==> src/lpo_pkg.sv <==
// Package for the line/path overhead alarm register bank.
// Assumes an APB master with 32-bit data and one register per aligned word.
package lpo_pkg;
	// Printed offsets are register indices; byte address is four times the index
	localparam logic [7:0] IDX_LINE_IRQ   = 8'h19;
	localparam logic [7:0] IDX_LBE_LOW    = 8'h1a;
	localparam logic [7:0] IDX_LBE_MID    = 8'h1b;
	localparam logic [7:0] IDX_LBE_HIGH   = 8'h1c;
	localparam logic [7:0] IDX_LFE_LOW    = 8'h1d;
	localparam logic [7:0] IDX_LFE_MID    = 8'h1e;
	localparam logic [7:0] IDX_LFE_HIGH   = 8'h1f;
	localparam logic [7:0] IDX_TX_CTRL    = 8'h20;
	localparam logic [7:0] IDX_TX_DIAG    = 8'h21;
	localparam logic [7:0] IDX_PATH_STAT  = 8'h30;
	localparam logic [7:0] IDX_PATH_IRQ   = 8'h31;
	localparam logic [7:0] IDX_PATH_EN    = 8'h33;
	localparam logic [7:0] IDX_PATH_LABEL = 8'h37;
	localparam logic [7:0] IDX_LOAD_METERS = 8'h38;
	localparam int         ADDR_LSB       = 2;

	// Line interrupt register fields
	localparam int LINE_FLAG_LSB = 0;
	localparam int LINE_EN_LSB   = 4;
	// Path register field positions
	localparam int BIT_LABEL     = 7;
	localparam int BIT_PTR_LOSS  = 5;
	localparam int BIT_AIS       = 3;
	localparam int BIT_YELLOW    = 2;
	localparam int BIT_PARITY    = 1;
	localparam int BIT_BLOCK     = 0;
	localparam logic [7:0] PATH_IRQ_MASK  = 8'haf;
	localparam logic [7:0] PATH_STAT_RW   = 8'h81;

	localparam int         CNT_W          = 20;
	localparam logic [2:0] REMOTE_FAIL_CODE = 3'h6;

	// Poll latency: up to about 1 us, rounded down in cycles
	localparam int CLK_MHZ      = 100;
	localparam int POLL_TIME_NS = 1000;
	localparam int POLL_CYCLES  = POLL_TIME_NS * CLK_MHZ / 1000;
	localparam int POLL_DELAY   = 2;

	typedef struct packed {
		logic remote_fail;
		logic alarm_ind;
		logic parity_err;
		logic block_err;
	} lpo_line_ev_s;

	typedef struct packed {
		logic       ptr_loss;
		logic       alarm_ind;
		logic       yellow;
		logic       parity_err;
		logic       block_err;
		logic       frame;
		logic [7:0] label;
	} lpo_path_ev_s;
endpackage

==> src/lpo_regs.sv <==
// Line and path overhead alarm, interrupt and error-count register bank.
// Assumes APB master on CLK_IN; overhead inputs are from other clock-domain logic
// and pass two flip-flops; event inputs are level-per-cycle, one event per cycle.
// Interrupt output is a registered OR of the enabled status flags.
`timescale 1ns/1ps
`default_nettype none
module lpo_regs (
	input  wire logic                 CLK_IN,
	input  wire logic                 RST_N_IN,
	input  wire logic                 PSEL_IN,
	input  wire logic                 PENABLE_IN,
	input  wire logic                 PWRITE_IN,
	input  wire logic [11:0]          PADDR_IN,
	input  wire logic [31:0]          PWDATA_IN,
	output logic [31:0]               PRDATA_OUT,
	output logic                      PREADY_OUT,
	output logic                      PSLVERR_OUT,
	input  wire lpo_pkg::lpo_line_ev_s LINE_EV_IN,
	input  wire lpo_pkg::lpo_path_ev_s PATH_EV_IN,
	input  wire logic                 TX_REMOTE_FAIL_PIN_IN,
	input  wire logic [7:0]           TX_K2_IN,
	input  wire logic [7:0]           TX_B2_IN,
	output logic [7:0]                TX_K2_OUT,
	output logic [7:0]                TX_B2_OUT,
	output logic                      LOAD_METERS_OUT,
	output logic                      IRQ_OUT
);
	lpo_pkg::lpo_line_ev_s line_s1;
	lpo_pkg::lpo_line_ev_s line_s2;
	lpo_pkg::lpo_path_ev_s path_s1;
	lpo_pkg::lpo_path_ev_s path_s2;
	logic       pin_s1;
	logic       pin_s2;
	logic       line_rf_prev;
	logic       line_ais_prev;
	logic       ptr_prev;
	logic       path_alarm_ind_state_prev;
	logic       path_yellow_state_prev;
	logic [3:0] line_flag;
	logic [3:0] line_en;
	logic [7:0] path_flag;
	logic [7:0] path_en;
	logic       tx_remote_fail_insert;
	logic       tx_line_parity_corrupt;
	logic [7:0] label_cand;
	logic [7:0] label;
	logic [lpo_pkg::CNT_W-1:0] acc_parity;
	logic [lpo_pkg::CNT_W-1:0] acc_block;
	logic [lpo_pkg::CNT_W-1:0] line_parity_error_count;
	logic [lpo_pkg::CNT_W-1:0] line_block_error_count;
	logic [1:0] poll_cnt;
	logic       poll_busy;
	logic       access;
	logic       wr;
	logic       rd;
	logic [9:0] idx;
	logic       mapped;
	logic       poll_wr;
	logic       poll_fire;
	logic [7:0] rd_byte;
	logic [3:0] line_set;
	logic [7:0] path_set;
	logic       sel_line_irq;
	logic       sel_path_irq;
	logic       sel_load;
	logic       line_irq_any;
	logic       path_irq_any;

	// Two-stage synchronisers; only the second stage is read
	always_ff @(posedge CLK_IN or negedge RST_N_IN) begin
		if (!RST_N_IN) begin
			line_s1 <= '0;
			line_s2 <= '0;
		end else begin
			line_s1 <= LINE_EV_IN;
			line_s2 <= line_s1;
		end
	end

	// The label rides with its frame mark, so both see the same two stages
	always_ff @(posedge CLK_IN or negedge RST_N_IN) begin
		if (!RST_N_IN) begin
			path_s1 <= '0;
			path_s2 <= '0;
		end else begin
			path_s1 <= PATH_EV_IN;
			path_s2 <= path_s1;
		end
	end

	always_ff @(posedge CLK_IN or negedge RST_N_IN) begin
		if (!RST_N_IN) begin
			pin_s1 <= 1'b0;
			pin_s2 <= 1'b0;
		end else begin
			pin_s1 <= TX_REMOTE_FAIL_PIN_IN;
			pin_s2 <= pin_s1;
		end
	end

	assign access  = PSEL_IN && PENABLE_IN;
	assign wr      = access && PWRITE_IN;
	assign rd      = access && !PWRITE_IN;
	assign idx     = PADDR_IN[11:lpo_pkg::ADDR_LSB];
	// Decodes shared by the read-clear and load-meters logic
	assign sel_line_irq = idx == {2'h0, lpo_pkg::IDX_LINE_IRQ};
	assign sel_path_irq = idx == {2'h0, lpo_pkg::IDX_PATH_IRQ};
	assign sel_load     = idx == {2'h0, lpo_pkg::IDX_LOAD_METERS};
	assign poll_wr = wr && (idx[9:8] == 2'h0) && ((idx[7:0] >= lpo_pkg::IDX_LBE_LOW
		&& idx[7:0] <= lpo_pkg::IDX_LFE_HIGH)
		|| idx[7:0] == lpo_pkg::IDX_LOAD_METERS);

	// A flag raised in the setup cycle is reported now, since the access edge clears it
	always_comb begin
		mapped = 1'b1;
		rd_byte = 8'h00;
		if (idx[9:8] != 2'h0) begin
			mapped = 1'b0;
		end else begin
			case (idx[7:0])
				lpo_pkg::IDX_LINE_IRQ:    rd_byte = {line_en, line_flag | line_set};
				lpo_pkg::IDX_LBE_LOW:     rd_byte = line_parity_error_count[7:0];
				lpo_pkg::IDX_LBE_MID:     rd_byte = line_parity_error_count[15:8];
				lpo_pkg::IDX_LBE_HIGH:    rd_byte = {4'h0, line_parity_error_count[19:16]};
				lpo_pkg::IDX_LFE_LOW:     rd_byte = line_block_error_count[7:0];
				lpo_pkg::IDX_LFE_MID:     rd_byte = line_block_error_count[15:8];
				lpo_pkg::IDX_LFE_HIGH:    rd_byte = {4'h0, line_block_error_count[19:16]};
				lpo_pkg::IDX_TX_CTRL:     rd_byte = {7'h00, tx_remote_fail_insert};
				lpo_pkg::IDX_TX_DIAG:     rd_byte = {7'h00, tx_line_parity_corrupt};
				lpo_pkg::IDX_PATH_STAT:   rd_byte = {2'h0, path_s2.ptr_loss, 1'b0,
					path_s2.alarm_ind, path_s2.yellow, 2'h0};
				lpo_pkg::IDX_PATH_IRQ:    rd_byte = path_flag | path_set;
				lpo_pkg::IDX_PATH_EN:     rd_byte = path_en;
				lpo_pkg::IDX_PATH_LABEL:  rd_byte = label;
				lpo_pkg::IDX_LOAD_METERS: rd_byte = 8'h00;
				default:                  mapped = 1'b0;
			endcase
		end
	end

	// Zero-wait APB: answer in the access cycle itself
	// Writes and read-clears act only at the access edge, with PREADY high
	always_ff @(posedge CLK_IN or negedge RST_N_IN) begin
		if (!RST_N_IN) begin
			PRDATA_OUT  <= 32'h0000_0000;
			PREADY_OUT  <= 1'b0;
			PSLVERR_OUT <= 1'b0;
		end else begin
			PREADY_OUT  <= PSEL_IN && !PENABLE_IN;
			PSLVERR_OUT <= 1'b0;
			if (PSEL_IN && !PENABLE_IN) begin
				PRDATA_OUT  <= PWRITE_IN ? 32'h0000_0000 : {24'h000000, rd_byte};
				PSLVERR_OUT <= !mapped;
			end
		end
	end

	// Control registers; reserved bits are not stored and read back as zero, except path_en, which keeps all eight written bits
	always_ff @(posedge CLK_IN or negedge RST_N_IN) begin
		if (!RST_N_IN) begin
			line_en <= 4'h0;
		end else if (wr && PREADY_OUT && sel_line_irq) begin
			line_en <= PWDATA_IN[7:4];
		end
	end

	always_ff @(posedge CLK_IN or negedge RST_N_IN) begin
		if (!RST_N_IN) begin
			path_en <= 8'h00;
		end else if (wr && PREADY_OUT && idx == {2'h0, lpo_pkg::IDX_PATH_EN}) begin
			path_en <= PWDATA_IN[7:0];
		end
	end

	always_ff @(posedge CLK_IN or negedge RST_N_IN) begin
		if (!RST_N_IN) begin
			tx_remote_fail_insert <= 1'b0;
		end else if (wr && PREADY_OUT && idx == {2'h0, lpo_pkg::IDX_TX_CTRL}) begin
			tx_remote_fail_insert <= PWDATA_IN[0];
		end
	end

	always_ff @(posedge CLK_IN or negedge RST_N_IN) begin
		if (!RST_N_IN) begin
			tx_line_parity_corrupt <= 1'b0;
		end else if (wr && PREADY_OUT && idx == {2'h0, lpo_pkg::IDX_TX_DIAG}) begin
			tx_line_parity_corrupt <= PWDATA_IN[0];
		end
	end

	// Alarm state history for change detection
	always_ff @(posedge CLK_IN or negedge RST_N_IN) begin
		if (!RST_N_IN) begin
			line_rf_prev  <= 1'b0;
			line_ais_prev <= 1'b0;
		end else begin
			line_rf_prev  <= line_s2.remote_fail;
			line_ais_prev <= line_s2.alarm_ind;
		end
	end

	always_ff @(posedge CLK_IN or negedge RST_N_IN) begin
		if (!RST_N_IN) begin
			ptr_prev  <= 1'b0;
			path_alarm_ind_state_prev <= 1'b0;
			path_yellow_state_prev <= 1'b0;
		end else begin
			ptr_prev  <= path_s2.ptr_loss;
			path_alarm_ind_state_prev <= path_s2.alarm_ind;
			path_yellow_state_prev <= path_s2.yellow;
		end
	end

	// Signal label must repeat in two consecutive frames before it is taken
	always_ff @(posedge CLK_IN or negedge RST_N_IN) begin
		if (!RST_N_IN) begin
			label_cand <= 8'h00;
			label      <= 8'h00;
		end else if (path_s2.frame) begin
			label_cand <= path_s2.label;
			if (path_s2.label == label_cand) begin
				label <= label_cand;
			end
		end
	end

	always_comb begin
		line_set[0] = line_s2.remote_fail != line_rf_prev;
		line_set[1] = line_s2.alarm_ind != line_ais_prev;
		line_set[2] = line_s2.parity_err;
		line_set[3] = line_s2.block_err;
		path_set = 8'h00;
		path_set[lpo_pkg::BIT_LABEL] = path_s2.frame && path_s2.label == label_cand
			&& label_cand != label;
		path_set[lpo_pkg::BIT_PTR_LOSS] = path_s2.ptr_loss != ptr_prev;
		path_set[lpo_pkg::BIT_AIS] = path_s2.alarm_ind != path_alarm_ind_state_prev;
		path_set[lpo_pkg::BIT_YELLOW] = path_s2.yellow != path_yellow_state_prev;
		path_set[lpo_pkg::BIT_PARITY] = path_s2.parity_err;
		path_set[lpo_pkg::BIT_BLOCK] = path_s2.block_err;
	end

	// Read clears; a new event in the same cycle wins over the clear
	always_ff @(posedge CLK_IN or negedge RST_N_IN) begin
		if (!RST_N_IN) begin
			line_flag <= 4'h0;
		end else if (rd && PREADY_OUT && sel_line_irq) begin
			line_flag <= line_set;
		end else begin
			line_flag <= line_flag | line_set;
		end
	end

	always_ff @(posedge CLK_IN or negedge RST_N_IN) begin
		if (!RST_N_IN) begin
			path_flag <= 8'h00;
		end else if (rd && PREADY_OUT && sel_path_irq) begin
			path_flag <= path_set;
		end else begin
			path_flag <= path_flag | path_set;
		end
	end

	// A flag whose enable is low stays readable but raises no interrupt
	always_comb begin
		line_irq_any = |(line_flag & line_en);
		path_irq_any = |(path_flag & path_en & lpo_pkg::PATH_IRQ_MASK);
	end

	// Interrupt follows the flags one cycle behind them
	always_ff @(posedge CLK_IN or negedge RST_N_IN) begin
		if (!RST_N_IN) begin
			IRQ_OUT <= 1'b0;
		end else begin
			IRQ_OUT <= line_irq_any || path_irq_any;
		end
	end

	// Poll is deferred a fixed short time, well inside the 1 us allowance
	assign poll_fire = poll_busy && poll_cnt == 2'(lpo_pkg::POLL_DELAY - 1);

	// Other counter blocks take this pulse as their own poll
	always_ff @(posedge CLK_IN or negedge RST_N_IN) begin
		if (!RST_N_IN) begin
			LOAD_METERS_OUT <= 1'b0;
		end else begin
			LOAD_METERS_OUT <= wr && PREADY_OUT && sel_load;
		end
	end

	// A second poll write while one is pending restarts the wait
	always_ff @(posedge CLK_IN or negedge RST_N_IN) begin
		if (!RST_N_IN) begin
			poll_busy <= 1'b0;
			poll_cnt  <= 2'h0;
		end else if (poll_wr && PREADY_OUT) begin
			poll_busy <= 1'b1;
			poll_cnt  <= 2'h0;
		end else if (poll_fire) begin
			poll_busy <= 1'b0;
		end else if (poll_busy) begin
			poll_cnt <= poll_cnt + 2'h1;
		end
	end

	// Snapshot and restart; an event in the poll cycle starts the new count
	always_ff @(posedge CLK_IN or negedge RST_N_IN) begin
		if (!RST_N_IN) begin
			acc_parity              <= '0;
			line_parity_error_count <= '0;
		end else if (poll_fire) begin
			line_parity_error_count <= acc_parity;
			acc_parity              <= {19'h00000, line_s2.parity_err};
		end else if (line_s2.parity_err && acc_parity != '1) begin
			acc_parity <= acc_parity + 20'h00001;
		end
	end

	// Counts stick at all ones rather than wrap, so a flood never reads small
	always_ff @(posedge CLK_IN or negedge RST_N_IN) begin
		if (!RST_N_IN) begin
			acc_block              <= '0;
			line_block_error_count <= '0;
		end else if (poll_fire) begin
			line_block_error_count <= acc_block;
			acc_block              <= {19'h00000, line_s2.block_err};
		end else if (line_s2.block_err && acc_block != '1) begin
			acc_block <= acc_block + 20'h00001;
		end
	end

	// Remote-fail code replaces the low three K2 bits; the rest pass through
	always_ff @(posedge CLK_IN or negedge RST_N_IN) begin
		if (!RST_N_IN) begin
			TX_K2_OUT <= 8'h00;
		end else if (tx_remote_fail_insert || pin_s2) begin
			TX_K2_OUT <= {TX_K2_IN[7:3], lpo_pkg::REMOTE_FAIL_CODE};
		end else begin
			TX_K2_OUT <= TX_K2_IN;
		end
	end

	always_ff @(posedge CLK_IN or negedge RST_N_IN) begin
		if (!RST_N_IN) begin
			TX_B2_OUT <= 8'h00;
		end else begin
			TX_B2_OUT <= tx_line_parity_corrupt ? ~TX_B2_IN : TX_B2_IN;
		end
	end
endmodule
`default_nettype wire

==> config.mk <==
export PLATFORM = sky130hd
export DESIGN_NAME = lpo_regs
export DESIGN_NICKNAME = d
export VERILOG_FILES = /design/src/lpo_pkg.sv /design/src/lpo_regs.sv
export SDC_FILE = /design/constraint.sdc
export NUM_CORES = 1
export LEC_CHECK = 0
export ABC_AREA = 1
export BUFFER_PORTS_ARGS = -buffer_cell sky130_fd_sc_hd__clkbuf_2
export CAP_MARGIN = 10
export CORE_MARGIN = 1
export CORE_UTILIZATION = 44
export CTS_CLUSTER_SIZE = 14
export DETAILED_ROUTE_END_ITERATION = 16
export PLACE_DENSITY_LB_ADDON = 0.05
export SETUP_SLACK_MARGIN = 0.2
export SLEW_MARGIN = 25
export SYNTH_ARGS = -nofsm -noshare
export SYNTH_HDL_FRONTEND = slang
export SYNTH_SLANG_ARGS = --single-unit
==> constraint.sdc <==
create_clock -name CLK_IN -period 3.64 [get_ports CLK_IN]
set_input_delay 0.182 -clock CLK_IN [delete_from_list [all_inputs] [get_ports CLK_IN]]
set_output_delay 0.182 -clock CLK_IN [all_outputs]
set_load 0.01 [all_outputs]
* Yosys cells after proc, flatten, opt, wreduce, memory -nomap -nowiden
Index checks and enable logic that the tools add are counted.
** Word-level totals
- Output and inout port bits :: 52
- Input port bits :: 84
- Logic and storage cells :: 149
- Bits in registers :: 220
** Operators by class
- Magnitude comparators :: 2
- Equality and inequality tests :: 31
- $add $sub $neg :: 3
- Bitwise logic cells :: 5
- Reduce and logical (&&, ||, !) cells :: 39
- Mux-type cells :: 19
** Operators by type and width (number)
- $pmux 8 s13 :: 1
- $mux 20 :: 4
- $eq 8x5->1 const B :: 7
- $eq 8x6->1 const B :: 7
- $eq 10x6->1 const B :: 5
- $add 20x1->20 const B :: 2
- $ne 20x20->1 const B :: 2
- $mux 8 :: 4
- $logic_and 1x1->1 :: 22
- $reduce_or 14->1 :: 1
- $eq 10x5->1 const B :: 1
- $reduce_bool 2->1 :: 5
- $and 8x8->8 :: 1
- $eq 8x8->1 :: 1
- $ge 8x5->1 const B :: 1
- $le 8x5->1 const B :: 1
- $ne 8x8->1 :: 1
- $not 8->8 :: 1
- $or 8x8->8 :: 1
- $mux 2 :: 3
- $reduce_or 6->1 :: 1
- $mux 1 :: 5
- $ne 1x1->1 :: 5
- $and 4x4->4 :: 1
- other kinds (11) :: 16

* Logic depth before layout (Yosys ltp)
Gate-level depths: netlist of run 1.
- Word-level depth :: 7
- Gate-level depth with buffers :: 12
- Depth with buffers taken out :: 12

* Worst setup path after synthesis of run 1
Ideal clock, no wire load.
- Kind :: register to register
- From :: reg acc_parity[0] (netlist name)
- To :: reg acc_parity[0] (netlist name)
- Slack :: 1.922 ns
- Period minus slack after synthesis :: 1.718 ns
- Cell stages (with the launch flop) :: 12
- Data arrival time :: 1.594 ns
- Library setup time :: 0.123 ns
- Required time :: 3.517 ns
- Path buffers :: 1
- Cell sequence :: dfrtp_1 ha_1 nand2_2 nor2_4 nand2_2 nor2_2 nand3_2 nand2_4 inv_6 buf_8 a22oi_2 o21ai_2
** Between the ends
- Word-level cells in the longest chain between the ends :: 3
- Elaborated cells on any way between the ends :: 6
- Those cells by class :: add/sub: 1; eq/ne: 1; mux: 2; reduce/logical: 2
** RTL lines
- from (decl) :: line lpo_regs.sv:47 : logic [lpo_pkg::CNT_W-1:0] acc_parity;
- from (signal assigned) :: line lpo_regs.sv:312 : acc_parity <= {19'h00000, line_s2.parity_err};
- from (signal assigned) :: line lpo_regs.sv:314 : acc_parity <= acc_parity + 20'h00001;
- $add 20x1->20 / $ne 20x20->1 (equally long branches) :: line lpo_regs.sv:314, lpo_regs.sv:313
- $mux 20 / $logic_and 1x1->1 (equally long branches) :: line lpo_regs.sv:313 : end else if (line_s2.parity_err && acc_parity != '1) begin
- $mux 20 / $reduce_bool 2->1 (equally long branches)
Several ways; a longest one is shown, not always the timed one. The select of a mux whose other input is x is not followed.
A chain may end at the register's enable or synchronous reset.

* Final worst setup path of run 1
- From :: reg acc_block[0] (netlist name)
- To :: reg acc_block[17] (netlist name)
** Between the ends
- Word-level cells in the longest chain between the ends :: 3
- Elaborated cells on any way between the ends :: 6
- Those cells by class :: add/sub: 1; eq/ne: 1; mux: 2; reduce/logical: 2
** RTL lines
- from (decl) :: line lpo_regs.sv:48 : logic [lpo_pkg::CNT_W-1:0] acc_block;
- from (signal assigned) :: line lpo_regs.sv:325 : acc_block <= {19'h00000, line_s2.block_err};
- from (signal assigned) :: line lpo_regs.sv:327 : acc_block <= acc_block + 20'h00001;
- $add 20x1->20 / $ne 20x20->1 (equally long branches) :: line lpo_regs.sv:327, lpo_regs.sv:326
- $mux 20 / $logic_and 1x1->1 (equally long branches) :: line lpo_regs.sv:326 : end else if (line_s2.block_err && acc_block != '1) begin
- $mux 20 / $reduce_bool 2->1 (equally long branches)
Several ways; a longest one is shown, not always the timed one. The select of a mux whose other input is x is not followed.

==> flow_metrics.tcl, run 1 <==
set metrics [dict create \
    status "completed" \
    synth_area_um2 9170 \
    syn2layout_area_growth_pct 18.4 \
    maxCapViolations 0 \
    regArea_um2 4850 \
    cts_setup_buffers 0 \
    start_util_pct 45.2 \
    via_per_inst 4.83 \
    rsz0062_at_grt "no" \
    antenna_found_initial 0 \
    synth_cells 1050 \
    hold_path_class "in -> reg" \
    synth_top_area_cell "dfrtp_1" \
    nFillCells 1968 \
    dieHeight_um 146 \
    yosysTopAreaCellShare_pct 53.0 \
    drc 0 \
    skew_ns 0.00983 \
    design_area_um2 10900 \
    critPathCaptureType "flip-flop" \
    synth_seq_cells 194 \
    grt_pass1_vias 6928 \
    powerDensity_nw_per_um2 444 \
    dieArea_um2 21400 \
    synth-edff-count 0 \
    portBuffers 85 \
    worstPathMaxFanout 11 \
    dr.first_iter.drc_count 461 \
    setup_viol 0 \
    avgRoutedWirePerCell_um 14.9 \
    dp_hpwl_um 15800 \
    yosysSeqAreaShare_pct 53.0 \
    tns_ns 0 \
    p_leak_nw 5.26 \
    clock-root-buffer "clkbuf_16" \
    vias 7079 \
    cts_tree "yes" \
    synth_area_per_cell_um2 8.73 \
    worst-setup-path-type "reg -> reg" \
    cts_buffers 17 \
    fin_crit_ns 2.24 \
    io_pins 136 \
    diodes 0 \
    synth_cell_types 47 \
    drive_gt1_share_pct 16.9 \
    synth-warning-count 0 \
    grt_overflow 0 \
    ant_nets 0 \
    core.rowCount 52 \
    coreArea_um2 20300 \
    place_congestion 0.874 \
    clkTransAtPathRegs_ns 0.07 \
    multi_input_area_um2 3640 \
    relSlewSlack_pct 41.5 \
    synthFlopType "dfrtp_1" \
    die_w_um 146 \
    async_reset_ff_share_pct 100 \
    grt_pass1_wl_um 35700 \
    worst_slew_pin_slew_ns 0.878 \
    cp-start-kind "flip-flop" \
    htree_levels 4 \
    drt-total-wl_um 21800 \
    ir_drop_uv 299 \
    final_max_slew_viol_count 0 \
    critPathRequiredTime_ns 3.95 \
    place_area_um2 9800 \
    clock.fmax_mhz 447 \
    synthTopCellsByArea "dfrtp_1, nand2_1, o21ai_0, inv_1, nand3_1" \
    post-route-period-util_pct 61.4 \
    finalHoldViolCount 0 \
    grt_max_degree 106 \
    nNetsFinal 1269 \
    numClockSinks 194 \
    track_usage_pct 21.4 \
    clk-insertion-delay-late_ns 0.43 \
    arrival_ns 2.55 \
    drtPass1Iterations 5 \
    clock_path_buffers 2 \
]
## critical path: stages (launching register included)
cell     delay (ns)
dfrtp_1        0.52
ha_1           0.42
nand3_2        0.16
nor2_1         0.17
nand2_1        0.07
inv_1          0.08
nand3_2        0.08
nand2_4        0.13
nand2_2        0.18
inv_2          0.19
o21ai_0        0.11
## metal layers
layer / GRT usage, % / share of wire, % / wire, um
met4: 6.09 / 1.3 / 287
met3: 3.69 / 3.8 / 828
met5: 0 / 0 / 0
met2: 34.2 / 46 / 10100
met1: 29.9 / 49 / 10600
## stage by stage
stage	instances	setup WS [ns]	hold slack [ns]	util, %	total power (W)
global route	1465	1.21	0.102	53.5	0.00503
detailed placement	1389	1.44	0.292	48.3	0.00289
finish	1465	1.40	0.0984	53.5	0.00482
global placement	1389	1.48	0.290	48.3	0.00289
CTS	1465	1.42	0.0865	53.5	0.00489
floorplan	1073	1.92	-0.114	-	0.00271
## synth_stat cells, types with 3 or more instances
cell / n
buf_4: 26
a21oi_1: 22
nor2_4: 6
mux2i_1: 3
nand3_2: 6
buf_1: 4
o21ai_1: 13
inv_2: 13
xor2_1: 15
xnor2_1: 13
ha_1: 3
o21ai_0: 85
nand3_1: 75
nand2_2: 9
nor3_4: 5
nand2_4: 4
nand3b_1: 3
nor3_1: 26
or2_2: 5
clkbuf_1: 9
dfrtp_1: 194
buf_2: 3
nand2_1: 270
nor2_1: 62
mux2_4: 7
o21ai_2: 8
nor2_2: 8
nand4_1: 23
inv_1: 108
## layout make-up
type | count | area share (%)
Timing Repair Buffer | 134 | 8.64
Sequential cell | 194 | 44.7
Clock buffer | 18 | 4.05
Inverter | 125 | 4.40
Tap cell | 270 | 3.11
Multi-Input combinational cell | 710 | 33.5
Clock inverter | 14 | 1.53
## power breakdown
group | switching (W) | total, W | internal (W)
clock | 0.000882 | 0.00194 | 0.00106
combinational | 0.000328 | 0.000510 | 0.000182
sequential | 0.000103 | 0.00237 | 0.00227
total | 0.00131 | 0.00482 | 0.00351
## path summary, 6_finish.rpt
kind                                    from                        end  slack (ns)  cells past startpoint
worst max-delay path            acc_block[0]              acc_block[17]        1.40                     10
min in group asynchronous           RST_N_IN                 path_s1[3]        0.42                      2
worst min-delay path            PADDR_IN[10]                PSLVERR_OUT         0.1                      3
worst min register to register    path_s1[2]                 path_s2[2]        0.35                      0
worst max register to register  acc_block[0]              acc_block[17]        1.40                     10
max in group asynchronous           RST_N_IN  line_block_error_count[9]        2.40                      3
## layout by cell type (no fill, tap or decap), drive strengths merged
cell / n
nor3b: 3
buf: 5
o2111ai: 1
mux2i: 3
o211a: 1
dlygate4sd3: 44
or2: 5
xor2: 15
o21ai: 106
a221oi: 2
ha: 3
nor3: 33
nand2: 283
nand4: 23
dfrtp: 194
a22oi: 1
a21oi: 22
xnor2: 13
a21boi: 1
nand3: 81
conb: 24
o21a: 2
clkbuf: 103
bufinv: 2
clkinv: 7
nor2: 77
nand3b: 3
o31ai: 1
inv: 130
mux2: 7
## flip-flops by register name, summed over array words and instances (netlist names), 14 cells and up
register                 cells
acc_block                   20
acc_parity                  20
line_block_error_count      20
line_parity_error_count     20
path_s1                     14
path_s2                     14
## cell families after synthesis
kind of cell             synth area share (%)
AND/OR/NAND/NOR                          25.9
XOR/XNOR                                 2.68
flip-flops                               53.0
buffers and inverters                    8.33
AO/OA/AOI/OAI                            8.18
other                                  0.0409
adder cells (fa/ha/maj)                 0.410
multiplexers                             1.47
## timing repair
action,4_1_cts,5_1_grt
hold buffers,44,0
hold endpoints to repair,147,0
gates resized for setup,0,0
Power figures use the tool's default switching activity.
==> run 2: changes to the inputs <==
==> constraint.sdc (replaced) <==
create_clock -name CLK_IN -period 1.9 [get_ports CLK_IN]
set_input_delay 0.095 -clock CLK_IN [delete_from_list [all_inputs] [get_ports CLK_IN]]
set_output_delay 0.095 -clock CLK_IN [all_outputs]
set_load 0.01 [all_outputs]
==> run 2 against run 1 <==
Net effect: fmax increased by 35%; die area unchanged; combinational power increased by 130%; largest power group unchanged.
==> flow_metrics.tcl, run 2 (synthesis gave the netlist of run 1 again) <==
set metrics [dict create \
    status "completed" \
    dieHeight_um 146 \
    post-route-util_pct 55.6 \
    tns_ns 0 \
    crit-reg2reg-launch "acc_parity[1]" \
    slowest_delay_ns 0.39 \
    clock.fmax_mhz 602 \
    clkTransAtPathRegs_ns 0.07 \
    cts_tree "yes" \
    place_congestion 0.862 \
    rrSetupSlack_ns 0.24 \
    ir_drop_uv 724 \
    relSlewSlack_pct 66.5 \
    io_pins 136 \
    hold_path_class "in -> reg" \
    fin_crit_ns 1.66 \
    dr.first_iter.drc_count 468 \
    final_max_slew_viol_count 0 \
    wl_met3_um 793 \
    crit_path_top_delay_cell "dfrtp_1" \
    worstPathMaxFanout 6 \
    final_common_cell "nand2_1" \
    grt_overflow 0 \
    drc 0 \
    combPwrFrac_pct 12.6 \
    avgRoutedWirePerCell_um 14.8 \
    htree_levels 4 \
    pwr-share-clk_pct 39.3 \
    coreArea_um2 20300 \
    wl_met2_um 10300 \
    clock-root-buffer "clkbuf_16" \
    m1WireLength_um 10700 \
    path_cells "ha_4 > nand2_4 > nor2_4 > nand2_2 > nor2_4 > nand3_2 > nand2_4 > clkinv_8 > nor2_8 > buf_6 > nand2_2 > nand2_1" \
    grt_max_degree 54 \
    numClockSinks 194 \
    setup_viol 0 \
    diodes 0 \
    ant_nets 0 \
    clock_path_buffers 2 \
    antenna_found_initial 0 \
    hold_end "PSLVERR_OUT" \
    cp-start-kind "flip-flop" \
    critPathRequiredTime_ns 2.27 \
    drive_gt1_share_pct 20.8 \
    rr_worst_depth 12 \
    p_sw_share_pct 27.7 \
    sequentialPowerShare_pct 48.1 \
    syn2layout_area_growth_pct 23.2 \
    drtPass1Iterations 5 \
    reg2reg_to "acc_parity[13]" \
    grt_pass1_vias 7124 \
    portBuffers 85 \
    cts_buffers 17 \
    core.rowCount 52 \
    internal-power_w 0.00684 \
    track_usage_pct 22.1 \
    arrival_ns 2.03 \
    clk-insertion-delay-late_ns 0.44 \
    highest_layer "met4" \
    worst_slew_pin_slew_ns 0.499 \
    critPathCaptureType "flip-flop" \
    skew_ns 0.0191 \
    nNetsFinal 1309 \
    maxCapViolations 0 \
    finalHoldViolCount 0 \
    p_leak_nw 5.47 \
    worstHoldStart "PADDR_IN[10]" \
    start_util_pct 45.2 \
    drt-total-wl_um 22300 \
    critical-path-top-delay-family "simple AND/OR/NAND/NOR gates" \
    holdPathStages 3 \
    vias 7385 \
    powerDensity_nw_per_um2 838 \
    post-route-period-util_pct 87.5 \
    grt_pass1_wl_um 37100 \
    dp_hpwl_um 16200 \
    worst-setup-path-type "reg -> reg" \
    critPathBufInv 2 \
    rsz0062_at_grt "yes" \
    via_per_inst 4.91 \
    mostFrequentLayoutCells "nand2_1, dfrtp_1, inv_1, clkbuf_2, o21ai_0" \
    die_w_um 146 \
    dieArea_um2 21400 \
    p_switching_w 0.00262 \
]
## run 2: changes by cell type in the layout (fill, tap and decap cells not counted), sizes merged
cell and delta:
clkinv -1, clkinvlp +1, buf +39, clkbuf +1
## run 2: repair_timing
item	4_1_cts	5_1_grt
resized for setup	1	32
hold buffers	44	0
setup buffers	2	16
gates cloned	0	1
hold endpoints to repair	214	0
pin swaps	0	4
endpoints found under the setup margin	12	39
## run 2: stage by stage
stage,power [W],instances,setup WS (ns),instance area (um^2),hold WS (ns)
after global placement,0.00559,1410,0.181,9980,0.0615
after floorplan,0.00520,1073,0.203,9260,-0.201
after CTS,0.00941,1488,0.215,11000,0.0250
after global routing,0.00989,1505,0.152,11300,0.0341
final,0.00946,1505,0.238,11300,0.0341
after detailed placement,0.00560,1410,0.147,9980,0.0562
## run 2: power groups by stage
stage | Clock [W] | Combinational (W) | Sequential [W]
global route | 0.00398 | 0.00133 | 0.00458
CTS | 0.00380 | 0.00108 | 0.00453
detailed placement | 0 | 0.000989 | 0.00461
finish | 0.00372 | 0.00119 | 0.00455
floorplan | 0 | 0.000619 | 0.00458
global placement | 0 | 0.000983 | 0.00461
## run 2: metal layers
layer	up-vias	GRT usage, %
li1	3680	-
met1	3508	31.2
met2	166	34.3
met3	31	4.38
met4	0	6.77
met5	-	0
## run 2: final cells by class
type                            count  area (um^2)
Clock buffer                       19          443
Fill cell                        1909         9010
Tap cell                          270          338
Clock inverter                     13          163
Multi-Input combinational cell    710         3740
Inverter                          125          493
Timing Repair Buffer              173         1250
Sequential cell                   194         4860
Timing Repair inverter              1         6.26
## run 2: worst max-delay path by stage
stage,start,endpoint,slack (ns),depth (start not counted)
floorplan,acc_parity[0],acc_parity[0],0.20,11
global placement,acc_parity[1],acc_parity[13],0.18,12
detailed placement,acc_parity[1],acc_parity[13],0.15,12
CTS,acc_block[1],acc_block[13],0.21,10
global route,acc_parity[1],acc_parity[0],0.15,11
finish,acc_parity[1],acc_parity[13],0.24,12
## run 2: worst reg2reg max path, stage by stage (launching register included)
cell,delay (ns)
dfrtp_1,0.39
ha_4,0.17
nand2_4,0.06
nor2_4,0.10
nand2_2,0.09
nor2_4,0.11
nand3_2,0.09
nand2_4,0.11
clkinv_8,0.09
nor2_8,0.17
buf_6,0.12
nand2_2,0.04
nand2_1,0.06
